$ cat src/verilog/sbs_pkg.sv
// Shared constants and types for the synchronous burst SRAM control block
// Functional notes
// - Order select low: counter steps linearly from start, wrapping modulo four.
// - Order select high or open: next address is start XOR step index.
// - Sleep request takes effect within two clock periods.
// - While asleep all other inputs are ignored and data stays tri-stated.
// - Deselect edges: primary disabled with controller strobe, or depth disabled with any strobe.
// - All enables plus processor strobe loads address and starts a read burst.
// - All enables, controller strobe only, write term low: load address, start write burst.
// - No new strobe and advance low: read at the next burst address.
// - Same strobe condition with write term low: advance and write.
// - No new strobe and advance high: repeat read at current burst address.
// - No new strobe, advance high, write term low: write again without advancing.
// - Write term low on global write, or qualifier with any lane select low.
// - A processor strobe start is always a read, whatever the write inputs.
// - Data drive follows cycle type and output enable, enable acting combinationally.
// - Output enable masked in writes; reads drive only when enabled and selected.
// - Narrow organisations: read when no lane qualified, write selected lanes with parity.
// - Wide organisation has eight lane selects, each writing its lane and parity.
// - Lane selects are sampled on the edge; any lane combination may write.
// - Read data leaves the output register one edge after address capture.
package sbs_pkg;

    // Geometry
    localparam int LANE_W        = 9;       // Eight data bits plus parity
    localparam int DEF_LANES     = 4;       // x36 organisation
    localparam int DEF_ADDR_W    = 21;
    localparam int BURST_W       = 2;

    // Timing, in ns and in cycles
    localparam int CLK_PERIOD_NS      = 4;
    localparam int SLEEP_ENTRY_TIME_NS    = 2 * CLK_PERIOD_NS;
    localparam int SLEEP_RECOVERY_TIME_NS = 2 * CLK_PERIOD_NS;
    localparam int SLEEP_ENTRY_CYC    = (SLEEP_ENTRY_TIME_NS / CLK_PERIOD_NS < 1) ? 1
                                        : SLEEP_ENTRY_TIME_NS / CLK_PERIOD_NS;
    localparam int SLEEP_RECOVERY_CYC = (SLEEP_RECOVERY_TIME_NS + CLK_PERIOD_NS - 1) / CLK_PERIOD_NS;

    // Reset values
    localparam logic [1:0] RST_BURST = 2'h0;
    localparam logic       RST_FLAG  = 1'b0;

    // Cycle type decoded at a clock edge
    typedef enum logic [2:0] {
        SBS_OP_NONE     = 3'b000,
        SBS_OP_DESEL    = 3'b001,
        SBS_OP_START_RD = 3'b010,
        SBS_OP_START_WR = 3'b011,
        SBS_OP_NEXT_RD  = 3'b100,
        SBS_OP_NEXT_WR  = 3'b101,
        SBS_OP_HOLD_RD  = 3'b110,
        SBS_OP_HOLD_WR  = 3'b111
    } sbs_op_t;

    // Strobe group sampled at each edge
    typedef struct packed {
        logic primary_n;
        logic depth_high;
        logic depth_low_n;
        logic proc_n;
        logic ctrl_n;
        logic advance_n;
        logic write_n;     // Combined write term
    } sbs_strobe_t;

endpackage
$ cat src/verilog/sbs_burst_ctrl.sv
// Control logic of a pipelined synchronous burst SRAM
`timescale 1ns/10ps

module sbs_burst_ctrl #(
    parameter int LANES  = sbs_pkg::DEF_LANES,
    parameter int ADDR_W = sbs_pkg::DEF_ADDR_W
) (
    input  wire logic                             CLOCK,
    input  wire logic                             SRST,
    input  wire logic                             BURST_ORDER_SEL,
    input  wire logic                             CHIP_ENABLE_PRIMARY_N,
    input  wire logic                             DEPTH_ENABLE_HIGH,
    input  wire logic                             DEPTH_ENABLE_LOW_N,
    input  wire logic                             ADDRESS_STROBE_PROCESSOR_N,
    input  wire logic                             ADDRESS_STROBE_CONTROLLER_N,
    input  wire logic                             BURST_ADVANCE_N,
    input  wire logic                             GLOBAL_WRITE_N,
    input  wire logic                             BYTE_WRITE_QUALIFIER_N,
    input  wire logic [LANES-1:0]                 BYTE_LANE_SELECT_N,
    input  wire logic                             OUTPUT_ENABLE_N,
    input  wire logic                             SLEEP_REQUEST,
    input  wire logic [ADDR_W-1:0]                ADDRESS,
    input  wire logic [LANES*sbs_pkg::LANE_W-1:0] DQ_IN,
    input  wire logic [LANES*sbs_pkg::LANE_W-1:0] ARRAY_RDATA,
    output logic      [ADDR_W-1:0]                ARRAY_ADDR,
    output logic                                  ARRAY_READ_EN,
    output logic                                  ARRAY_WRITE_EN,
    output logic      [LANES-1:0]                 ARRAY_LANE_WE,
    output logic      [LANES*sbs_pkg::LANE_W-1:0] ARRAY_WDATA,
    output logic      [LANES*sbs_pkg::LANE_W-1:0] DQ_OUT,
    output logic                                  DQ_OE_N,
    output logic                                  SLEEP_ACTIVE
);

    localparam int DATA_W    = LANES * sbs_pkg::LANE_W;
    localparam int UP_W      = ADDR_W - sbs_pkg::BURST_W;
    localparam int ENTRY_MAX = sbs_pkg::SLEEP_ENTRY_CYC;

    // Whole state of the block
    typedef struct packed {
        logic              sleep_s1;
        logic              sleep_s2;
        logic              order_s1;
        logic              order_s2;
        logic [UP_W-1:0]   upper;
        logic [1:0]        start;
        logic [1:0]        idx;
        logic [ADDR_W-1:0] addr;
        logic              rd_en;
        logic              wr_en;
        logic [LANES-1:0]  lane_we;
        logic [DATA_W-1:0] wdata;
        logic [DATA_W-1:0] dout;
        logic              drive;
    } sbs_state_t;

    sbs_state_t        st_r;
    sbs_state_t        st_nxt;
    sbs_pkg::sbs_op_t  op;
    sbs_pkg::sbs_strobe_t strobe;
    logic [LANES-1:0]  lanes;
    logic              asleep;

    // Combined write term from global write, qualifier and lane selects
    function automatic logic write_term(input logic gw_n, input logic bwe_n, input logic [LANES-1:0] bw_n);
        write_term = ~(~gw_n | (~bwe_n & ~(&bw_n)));
    endfunction

    // Lanes to write: global write takes all, otherwise qualified selects
    function automatic logic [LANES-1:0] lane_mask(input logic gw_n, input logic bwe_n,
                                                   input logic [LANES-1:0] bw_n);
        if (!gw_n) begin
            lane_mask = {LANES{1'b1}};
        end else if (!bwe_n) begin
            lane_mask = ~bw_n;
        end else begin
            lane_mask = {LANES{1'b0}};
        end
    endfunction

    // Burst address from start value and step index
    function automatic logic [1:0] burst_addr(input logic [1:0] start, input logic [1:0] idx,
                                              input logic interleave);
        if (interleave) begin
            burst_addr = start ^ idx;
        end else begin
            burst_addr = start + idx;
        end
    endfunction

    // Cycle decode, priority as in the cycle table
    function automatic sbs_pkg::sbs_op_t decode(input sbs_pkg::sbs_strobe_t s);
        logic all_en;
        all_en = ~s.primary_n & s.depth_high & ~s.depth_low_n;
        if ((s.primary_n & ~s.ctrl_n) |
            (~s.primary_n & ~(s.depth_high & ~s.depth_low_n) & (~s.proc_n | ~s.ctrl_n))) begin
            decode = sbs_pkg::SBS_OP_DESEL;
        end else if (all_en & ~s.proc_n) begin
            decode = sbs_pkg::SBS_OP_START_RD;
        end else if (all_en & ~s.ctrl_n) begin
            decode = s.write_n ? sbs_pkg::SBS_OP_START_RD : sbs_pkg::SBS_OP_START_WR;
        end else if (~s.advance_n) begin
            decode = s.write_n ? sbs_pkg::SBS_OP_NEXT_RD : sbs_pkg::SBS_OP_NEXT_WR;
        end else begin
            decode = s.write_n ? sbs_pkg::SBS_OP_HOLD_RD : sbs_pkg::SBS_OP_HOLD_WR;
        end
    endfunction

    // Strobes are synchronous to CLOCK and need no synchroniser
    always_comb begin
        strobe.primary_n   = CHIP_ENABLE_PRIMARY_N;
        strobe.depth_high  = DEPTH_ENABLE_HIGH;
        strobe.depth_low_n = DEPTH_ENABLE_LOW_N;
        strobe.proc_n      = ADDRESS_STROBE_PROCESSOR_N;
        strobe.ctrl_n      = ADDRESS_STROBE_CONTROLLER_N;
        strobe.advance_n   = BURST_ADVANCE_N;
        strobe.write_n     = write_term(GLOBAL_WRITE_N, BYTE_WRITE_QUALIFIER_N, BYTE_LANE_SELECT_N);
        lanes              = lane_mask(GLOBAL_WRITE_N, BYTE_WRITE_QUALIFIER_N, BYTE_LANE_SELECT_N);
        asleep             = st_r.sleep_s2;
        op                 = asleep ? sbs_pkg::SBS_OP_NONE : decode(strobe);
    end

    // Next state
    always_comb begin
        st_nxt = st_r;
        // Sleep and order select are asynchronous pins: two flops each
        st_nxt.sleep_s1 = SLEEP_REQUEST;
        st_nxt.sleep_s2 = st_r.sleep_s1;
        st_nxt.order_s1 = BURST_ORDER_SEL;
        st_nxt.order_s2 = st_r.order_s1;
        st_nxt.rd_en    = 1'b0;
        st_nxt.wr_en    = 1'b0;
        st_nxt.lane_we  = {LANES{1'b0}};
        case (op)
            sbs_pkg::SBS_OP_START_RD,
            sbs_pkg::SBS_OP_START_WR: begin
                // Burst counter reloads; upper bits frozen for the burst
                st_nxt.upper = ADDRESS[ADDR_W-1:sbs_pkg::BURST_W];
                st_nxt.start = ADDRESS[1:0];
                st_nxt.idx   = sbs_pkg::RST_BURST;
                st_nxt.addr  = ADDRESS;
            end
            sbs_pkg::SBS_OP_NEXT_RD,
            sbs_pkg::SBS_OP_NEXT_WR: begin
                st_nxt.idx  = st_r.idx + 2'h1;
                st_nxt.addr = {st_r.upper, burst_addr(st_r.start, st_r.idx + 2'h1, st_r.order_s2)};
            end
            default: begin
            end
        endcase
        case (op)
            sbs_pkg::SBS_OP_START_RD,
            sbs_pkg::SBS_OP_NEXT_RD,
            sbs_pkg::SBS_OP_HOLD_RD: begin
                st_nxt.rd_en = 1'b1;
            end
            sbs_pkg::SBS_OP_START_WR,
            sbs_pkg::SBS_OP_NEXT_WR,
            sbs_pkg::SBS_OP_HOLD_WR: begin
                // Write data and lane selects taken on this same edge
                st_nxt.wr_en   = 1'b1;
                st_nxt.lane_we = lanes;
                st_nxt.wdata   = DQ_IN;
            end
            default: begin
            end
        endcase
        // Output register loads one edge after the array read
        if (st_r.rd_en) begin
            st_nxt.dout = ARRAY_RDATA;
        end
        // Drive only for read data; a write or deselect drops it at once
        st_nxt.drive = st_r.rd_en & ~asleep & (op != sbs_pkg::SBS_OP_DESEL) &
                       ~st_nxt.wr_en;
    end

    // State register; reset clears every field to zero
    always_ff @(posedge CLOCK) begin
        if (SRST) begin
            st_r <= '0;
        end else begin
            st_r <= st_nxt;
        end
    end

    // Outputs straight from the state register
    always_comb begin
        ARRAY_ADDR     = st_r.addr;
        ARRAY_READ_EN  = st_r.rd_en;
        ARRAY_WRITE_EN = st_r.wr_en;
        ARRAY_LANE_WE  = st_r.lane_we;
        ARRAY_WDATA    = st_r.wdata;
        DQ_OUT         = st_r.dout;
        SLEEP_ACTIVE   = st_r.sleep_s2;
    end

    // Output enable gates the pads without a clock, so this one is not a flop
    assign DQ_OE_N = ~(st_r.drive & ~OUTPUT_ENABLE_N & ~st_r.sleep_s2);
endmodule

$ cat config.mk
export PLATFORM = sky130hd
export DESIGN_NAME = sbs_burst_ctrl
export DESIGN_NICKNAME = d
export VERILOG_FILES = /design/src/verilog/sbs_pkg.sv /design/src/verilog/sbs_burst_ctrl.sv
export SDC_FILE = /design/constraint.sdc
export NUM_CORES = 1
export LEC_CHECK = 0
export BUFFER_PORTS_ARGS = -buffer_cell sky130_fd_sc_hd__buf_4
export CORE_MARGIN = 2
export CORE_UTILIZATION = 48
export DETAILED_ROUTE_END_ITERATION = 8
export PLACE_DENSITY = 0.77
export SLEW_MARGIN = 10
export SYNTH_ARGS = -nofsm -noshare
export SYNTH_HDL_FRONTEND = slang
export SYNTH_SLANG_ARGS = --single-unit
$ cat constraint.sdc
create_clock -name CLOCK -period 1.85 [get_ports CLOCK]
set_input_delay 0.185 -clock CLOCK [delete_from_list [all_inputs] [get_ports CLOCK]]
set_output_delay 0.185 -clock CLOCK [all_outputs]
set_load 0.01 [all_outputs]
==> flow_summary.yaml, run 1 <==
run_status:
  status: "finished, final reports clean"
floorplan:
  ios: 211
  die_h_um: 109
  initial_core_util: 0.488
  die_w_um: 109
  die-area_um2: 11800
  row_count: 38
  coreArea_um2: 10700
sta:
  setup_viol_count_final: 0
  fin_crit_sh: 0.892
  slew_viol_final: 0
  worst_slew_pin_slew_ns: 0.550
  fmax_mhz: 606
  holdWs_ns: 0.0338
  rsz0062_at_grt: "no"
  period_minus_slack_ns: 1.65
  slew_headroom: 0.631
  finalSetupTns_ns: 0
  fin_worst_skew_ns: 0.00868
  final_hold_viol_count: 0
critical_path:
  cp-end-kind: "flop"
  slowest_stage: "dlygate4sd3_1"
  startpoint_type: "primary input"
  cp_cell_sequence: "dlygate4sd3_1 > buf_4 > a41o_1 > o211ai_1 > a211oi_1 > dlygate4sd3_1"
  crit_top_cell: "dlygate4sd3_1"
  criticalPathCategory: "primary input to flop"
  crit_fanout: 3
  cp.required_ns: 2.30
  max_stage_delay_ns: 0.59
  critPathArrivalTime_ns: 2.10
synth:
  ys.warnings.count: 0
  yosys-mux-area-fraction: 0.0706
  syn_inst: 607
  synth_xor_area_frac: 0.00596
  synth_simple_gate_area_share: 0.164
  syn_avg_cell_area_um2: 8.65
  synth_fp_nets: 718
  synthTopCellsByArea: "dfxtp_1 48%, buf_4 14%, nand2_1 11%"
  synth_cell_types: 31
  syn_area_um2: 5250
  synth_top_area_share: 0.484
  synth-compound-area-share: 0.103
  synth_top_family_by_area: "buffers and inverters"
  ys_seq_area_frac: 0.484
  yosysTopAreaCell: "dfxtp_1"
  synth-seq-cells: 127
  synth_fa_ha_area_frac: 0.00238
drt:
  drtPass1Iterations: 4
  vias: 4788
  routedWlPerCell_um: 15.1
  drc: 0
  drtIter0Drc: 302
  routed_wl_um: 14700
  avgViaCountPerCell: 4.92
  antenna_left: 0
power_and_ir_drop:
  power_frac_seq: 0.408
  vdd_drop_max_mv: 0.619
  clock_power_share: 0.463
  power_density_nw_per_um2: 904
  comb_power_share: 0.129
  internal_power_uw: 5450
  swShare: 0.235
  p_leak_uw: 0.00335
  p_sw_uw: 1680
clock_tree:
  clk_pin_slew_ns: 0.06
  cts_tree: "done"
  cts_max_level: 4
  clkLatencyLatePin_ns: 0.51
  cts_buffers: 17
  cts.sinks: 127
  cts-root-buf: "clkbuf_8"
  clockBufferDepth: 2
layout:
  fin_cells: 974
  regArea_um2: 2540
  nets: 932
  syn2layout_area_growth_pct: 50.3
  most-common-layout-cells: "218 x buf_4, 159 x nand2_1, 125 x dfxtp_1, 102 x dlygate4sd3_1, 60 x a21oi_1"
  final_common_cell: "buf_4"
  multi_input_area_um2: 1830
  fillers: 726
  drive_gt1_frac: 0.314
  diodes: 0
grt:
  grt_pass1_vias: 4729
  grt_max_degree: 81
  antenna_found_initial: 0
  grtUsageTotal: 0.246
  grt_pass1_wl_um: 22400
  overflow: 0
placed_design:
  place_congestion: 0.815
  hpwl_um: 8620
  portBuffers: 210
  dp.cells: 840
hold_path:
  hp-class: "primary input to flop"
run:
  max-cap-violations: 0
-- worst paths after layout --
| kind | slack [ns] | to | depth (start not counted) | start |
|---|---|---|---|---|
| max reg2reg | 0.24 | ARRAY_WDATA[19]$_SDFFE_PP0P_ | 5 | SLEEP_ACTIVE$_SDFF_PP0_ |
| max | 0.20 | ARRAY_READ_EN$_SDFF_PP0_ | 6 | BYTE_LANE_SELECT_N[1] |
| min | 0.03 | st_r[100]$_SDFFE_PP0P_ | 4 | BURST_ADVANCE_N |
| min reg2reg | 0.45 | SLEEP_ACTIVE$_SDFF_PP0_ | 1 | st_nxt[125]$_SDFF_PP0_ |
-- layout make-up --
type / count / share of cell area
inverters: 2 / 0.000952
multi-input cells: 349 / 0.232
clock inverters: 14 / 0.0211
well taps: 140 / 0.0222
clock buffers: 18 / 0.0543
flip-flops and latches: 127 / 0.323
repair buffers: 324 / 0.347
-- logic make-up after synthesis --
family / after synthesis
AND/OR/NAND/NOR: 215
buffers and inverters: 131
flip-flops: 127
AO/OA/AOI/OAI: 94
multiplexers: 37
XOR/XNOR: 2
adder cells (fa/ha/maj): 1
-- state kept, by name (all words and copies together), names as in the netlist --
name	flops
ARRAY_WDATA	36
DQ_OUT	36
st_r	25
ARRAY_ADDR	21
ARRAY_LANE_WE	4
st_nxt	2
ARRAY_READ_EN	1
ARRAY_WRITE_EN	1
SLEEP_ACTIVE	1
-- synthesized netlist by cell type --
master	count
o21a_1	1
a221oi_4	1
nor2b_1	5
inv_1	2
and2_1	5
buf_4	97
dfxtp_1	127
ha_1	1
buf_2	11
a21oi_1	60
a221o_1	1
nor4b_1	1
nand2_1	159
nor3b_1	1
nand3b_1	1
nor3_1	2
nor2_1	38
or3b_4	1
nand2b_1	1
a31oi_1	21
buf_6	3
a41o_1	1
mux2i_1	37
a211oi_1	2
o21ai_0	5
xnor2_1	1
nor2_2	1
xnor3_1	1
o211ai_1	1
o21bai_1	1
clkbuf_1	18
-- routing by layer --
layer,track usage,vias up,part of all wire
li1,-,2316,-
met2,0.442,222,0.52
met3,0.0663,34,0.074
met5,0,-,0
met1,0.266,2216,0.38
met4,0.118,0,0.027
-- stage by stage --
step	util	setup slack [ns]	area [µm²]	total power [µW]
after floorplan	-	0.392	5250	3390
after global placement	0.584	0.227	6270	3670
after detailed placement	0.584	0.195	6270	3680
after CTS	0.734	0.174	7890	7160
after global routing	0.734	0.120	7890	7380
final	0.734	0.200	7890	7130
-- worst max-delay path: cells and delay by family --
family                 cells  cell delay, ns
AOI/OAI and AO/OA          3            0.66
buffers and inverters      3            1.25
-- power groups by stage --
stage	logic (µW)	clock network (µW)	registers, µW
2_1_floorplan	442	0	2940
3_3_place_gp	709	0	2960
3_5_place_dp	723	0	2960
4_1_cts	902	3350	2900
5_1_grt	988	3480	2920
6_report	918	3300	2910
-- timing repair --
| item | 4_1_cts | 5_1_grt |
|---|---|---|
| endpoints found under the hold margin | 120 | 0 |
| setup buffers | 0 | 0 |
| hold buffers | 102 | 0 |
| endpoints found under the setup margin | 0 | 1 |
| gates resized for setup | 0 | 1 |
Note: power is estimated with default switching activity, not from simulation.
==> run 2, diff against run 1 <==
- CORE_UTILIZATION: 48 -> 40
- PLACE_DENSITY: 0.77 -> 0.66
==> flow_summary.yaml, run 2 (synthesized netlist as in run 1, its figures left out) <==
critical_path:
  cp-end-kind: "flop"
  crit_fanout: 19
  crit_top_cell: "buf_4"
  cp.required_ns: 2.17
  max_stage_delay_ns: 0.37
  criticalPathCategory: "flop to flop"
  critPathArrivalTime_ns: 1.85
  critical_path.top_delay_family: "buffers and inverters"
  startpoint_type: "flop"
  cp_cell_sequence: "buf_4 > nor2_1 > mux2i_2 > buf_4 > nand2_1 > a31oi_1"
  slowest_stage: "dfxtp_1"
  worst-path-buf-inv: 2
layout:
  postLayoutCoreUtil: 0.546
  fillers: 1217
  final_common_cell: "buf_4"
  diodes: 0
  nets: 831
  drive_gt1_frac: 0.350
  most-common-layout-cells: "216 x buf_4, 159 x nand2_1, 126 x dfxtp_1, 60 x a21oi_1, 38 x nor2_1"
  syn2layout_area_growth_pct: 32.3
drt:
  vias: 4179
  avgViaCountPerCell: 4.63
  routedWlPerCell_um: 13.8
  antenna_left: 0
  drtPass1Iterations: 4
  drc: 0
  drtIter0Drc: 221
  routed_wl_um: 12500
floorplan:
  ios: 211
  initial_core_util: 0.413
  die_h_um: 119
  coreArea_um2: 12700
  die-area_um2: 14100
  die_w_um: 119
  row_count: 41
power_and_ir_drop:
  power_uw: 6990
  p_sw_uw: 1480
  internal_power_uw: 5510
  swShare: 0.212
  power_frac_seq: 0.416
  clock_power_share: 0.480
  p_leak_uw: 0.00295
  vdd_drop_max_mv: 0.550
  power_density_nw_per_um2: 1010
  comb_power_share: 0.104
clock_tree:
  ctsHoldBuffers: 2
  cts-root-buf: "clkbuf_16"
  clk_pin_slew_ns: 0.05
  cts_setup_buffers: 0
  clkLatencyLatePin_ns: 0.40
  cts_buffers: 17
  ctsResizeCount: 0
  cts.sinks: 127
  clockBufferDepth: 2
  cts_tree: "done"
  cts_max_level: 4
placed_design:
  place_congestion: 0.823
  dp_slack_ns: 0.133
  hpwl_um: 8980
  portBuffers: 210
sta:
  slew_viol_final: 0
  worst_slew_pin_slew_ns: 0.501
  final.setup.worst_slack_ns: 0.316
  finalSetupTns_ns: 0
  setup_viol_count_final: 0
  fin_worst_skew_ns: 0.00559
  final_hold_viol_count: 0
  slew_headroom: 0.666
  fin_crit_sh: 0.829
  rsz0062_at_grt: "no"
  fmax_mhz: 652
  period_minus_slack_ns: 1.53
grt:
  overflow: 0
  grt_pass1_vias: 4083
  grt_pass1_wl_um: 20100
  antenna_found_initial: 0
  grtUsageTotal: 0.178
  grt_max_degree: 45
run_status:
  status: "finished, final reports clean"
run:
  max-cap-violations: 0
hold_path:
  hp-class: "primary input to flop"
run 2: changes by cell type in the layout (fill, tap and decap cells not counted), sizes merged:
cell,previous run,this run
inv,3,2
clkinvlp,4,0
dlygate4sd3,102,2
buf,222,221
clkinv,6,3
clkbuf,18,24
run 2: final timing paths:
| kind | startpoint | to | slack, ns | depth (start not counted) |
|---|---|---|---|---|
| max | SLEEP_ACTIVE$_SDFF_PP0_ | ARRAY_ADDR[12]$_SDFFE_PP0P_ | 0.32 | 6 |
| min | ARRAY_RDATA[6] | DQ_OUT[6]$_SDFFE_PP0P_ | 0.02 | 3 |
| max reg2reg | SLEEP_ACTIVE$_SDFF_PP0_ | ARRAY_ADDR[12]$_SDFFE_PP0P_ | 0.32 | 6 |
| min reg2reg | st_r[109]$_SDFFE_PP0P_ | st_r[109]$_SDFFE_PP0P_ | 0.45 | 2 |
run 2: through the flow:
step | area, µm² | hold slack, ns | instances
CTS | 6940 | 0.00123 | 903
global placement | 6320 | 0.403 | 871
global route | 6940 | 0.0135 | 903
floorplan | 5250 | 0.265 | 607
detailed placement | 6320 | 0.402 | 871
finish | 6940 | 0.0168 | 903
run 2: power by group through the flow:
stage          Clock, µW  Combinational [µW]  Sequential [µW]
5_1_grt             3570                 793             2910
6_report            3360                 727             2910
3_5_place_dp           0                 732             2960
2_1_floorplan          0                 442             2940
4_1_cts             3430                 737             2900
3_3_place_gp           0                 719             2960
run 2: worst reg2reg max path, stage by stage (launching register included):
cell and delay [ns]:
dfxtp_1 0.37, buf_4 0.17, nor2_1 0.06, mux2i_2 0.26
buf_4 0.30, nand2_1 0.10, a31oi_1 0.19
run 2: area by class of cell:
type                            count  area [µm²]  area share
Timing Repair Buffer              223        1740       0.251
Clock inverter                      6         105      0.0151
Sequential cell                   127        2540       0.366
Clock buffer                       24         502      0.0723
Tap cell                          172         215      0.0310
Inverter                            2        7.51     0.00108
Multi-Input combinational cell    349        1830       0.263
run 2: routing by layer:
metal	up-vias	wire [µm]	GRT usage
met5	-	0	0
met4	0	208	0.0766
met3	15	848	0.0584
met2	127	6510	0.308
met1	1923	4890	0.199
li1	2114	-	-
==> run 3, diff against run 2 <==
- PLACE_DENSITY: 0.66 -> 0.69
- clock period: 1.85 -> 1.2 ns (I/O delays scaled with it)
==> flow_summary.yaml, run 3 (synthesized netlist as in run 1, its figures left out) <==
run_status:
  status: "complete, but fails checks"
  violations: "negative setup slack"
critical_path:
  crit_top_cell: "buf_6"
  criticalPathCategory: "flop to flop"
  max_stage_delay_ns: 0.35
  slowest_stage: "dfxtp_4"
  cp_cell_sequence: "buf_6 > nor4b_4 > mux2i_4 > buf_6 > a21oi_2 > a211oi_1"
  critPathLaunch: "SLEEP_ACTIVE$_SDFF_PP0_"
  r2r_start: "SLEEP_ACTIVE$_SDFF_PP0_"
  startpoint_type: "flop"
  crit_fanout: 4
  critPathArrivalTime_ns: 1.71
  cp-end-kind: "flop"
  cp.required_ns: 1.47
clock_tree:
  clockBufferDepth: 2
  cts_tree: "done"
  clkLatencyLatePin_ns: 0.41
  cts-root-buf: "clkbuf_16"
  cts_max_level: 4
  clk_pin_slew_ns: 0.05
  cts.sinks: 127
  cts_buffers: 17
floorplan:
  row_count: 41
  die_w_um: 119
  initial_core_util: 0.413
  ios: 211
  die_h_um: 119
  coreArea_um2: 12700
  die-area_um2: 14100
sta:
  fmax_mhz: 696
  holdWs_ns: 0.0241
  slew_viol_final: 0
  final_hold_viol_count: 0
  fin_worst_skew_ns: 0.00729
  slew_headroom: 0.674
  final.setup.worst_slack_ns: -0.236
  setup_viol_count_final: 86
  rsz0062_at_grt: "yes"
  worst_slew_pin_slew_ns: 0.484
  fin_crit_sh: 1.20
  period_minus_slack_ns: 1.44
grt:
  grt_pass1_vias: 4808
  grt_max_degree: 82
  grt_pass1_wl_um: 23300
  antenna_found_initial: 0
  overflow: 0
  grtUsageTotal: 0.206
drt:
  drtIter0Drc: 258
  routedWlPerCell_um: 14.7
  drc: 0
  avgViaCountPerCell: 4.74
  vias: 4842
  drtPass1Iterations: 5
  antenna_left: 0
  routed_wl_um: 15000
layout:
  diodes: 0
  syn2layout_area_growth_pct: 59.7
  final_common_cell: "buf_4"
  postLayoutCoreUtil: 0.659
  most-common-layout-cells: "221 x buf_4, 132 x nand2_1, 124 x dfxtp_1, 96 x dlygate4sd3_1, 42 x a21oi_1"
  drive_gt1_frac: 0.388
  finish.instance_area_um2: 8380
  fillers: 949
  nets: 947
run:
  max-cap-violations: 0
placed_design:
  portBuffers: 210
  dpl_cell_area_um2: 6440
  place_congestion: 0.780
  hpwl_um: 9020
hold_path:
  hp-start: "ADDRESS[0]"
  hp-class: "primary input to flop"
power_and_ir_drop:
  vdd_drop_max_mv: 1.05
  power_density_nw_per_um2: 1330
  p_leak_uw: 0.00355
-- run 3: changes by cell type in the layout (fill, tap and decap cells not counted), sizes merged --
cell,before,now
dlygate4sd3,2,96
buf,221,242
clkinv,3,4
clkbuf,24,26
-- run 3: layout make-up --
class	count	area (µm²)	area share
clock buffer	25	465	0.0555
clock inverter	7	110	0.0131
inverter	2	7.51	0.000896
multi-input combinational	349	2070	0.247
sequential	127	2550	0.304
tap	172	215	0.0257
timing repair buffer	339	2960	0.353
-- run 3: worst paths after layout --
kind                                           endpoint  slack (ns)  cells after the start
worst min register to register  SLEEP_ACTIVE$_SDFF_PP0_        0.45                      1
worst max-delay path             st_r[101]$_SDFFE_PP0P_       -0.24                      6
worst min-delay path             st_r[102]$_SDFFE_PP0P_        0.02                      3
worst max register to register   st_r[101]$_SDFFE_PP0P_       -0.24                      6
-- run 3: per-stage QoR --
step	setup TNS [ns]	instances	total power (µW)	worst slack, ns
2_1_floorplan	-6.34	607	5250	-0.148
3_3_place_gp	-22.21	882	5710	-0.356
3_5_place_dp	-24.10	882	5740	-0.417
4_1_cts	-14.07	1019	11100	-0.219
5_1_grt	-19.87	1021	11600	-0.289
6_report	-16.15	1021	11100	-0.236
-- run 3: timing repair --
| action | 4_1_cts | 5_1_grt |
|---|---|---|
| pin swaps | 4 | 18 |
| cloned | 2 | 2 |
| hold endpoints to repair | 105 | 0 |
| hold buffers | 96 | 0 |
| setup buffers | 7 | 0 |
| resized for setup | 21 | 58 |
| endpoints found under the setup margin | 88 | 86 |
-- run 3: critical path, delay by kind of cell, from the launching register on --
kind                   cells  cell delay (ns)
buffers and inverters      2             0.28
multiplexers               1             0.15
flip-flops                 1             0.35
AO/OA/AOI/OAI              2             0.18
AND/OR/NAND/NOR            1             0.33
-- run 3: power breakdown --
group | leakage, µW | switching (µW) | internal, µW
combinational | 0.00223 | 682 | 928
sequential | 0.00103 | 109 | 4390
clock | 0.000283 | 1720 | 3310
total | 0.00355 | 2510 | 8620
-- run 3: routing by layer --
layer | global-route usage | part of all wire | vias to the layer above
li1 | - | - | 2350
met4 | 0.0923 | 0.020 | 0
met5 | 0 | 0 | -
met2 | 0.380 | 0.54 | 185
met1 | 0.216 | 0.38 | 2280
met3 | 0.0565 | 0.059 | 27
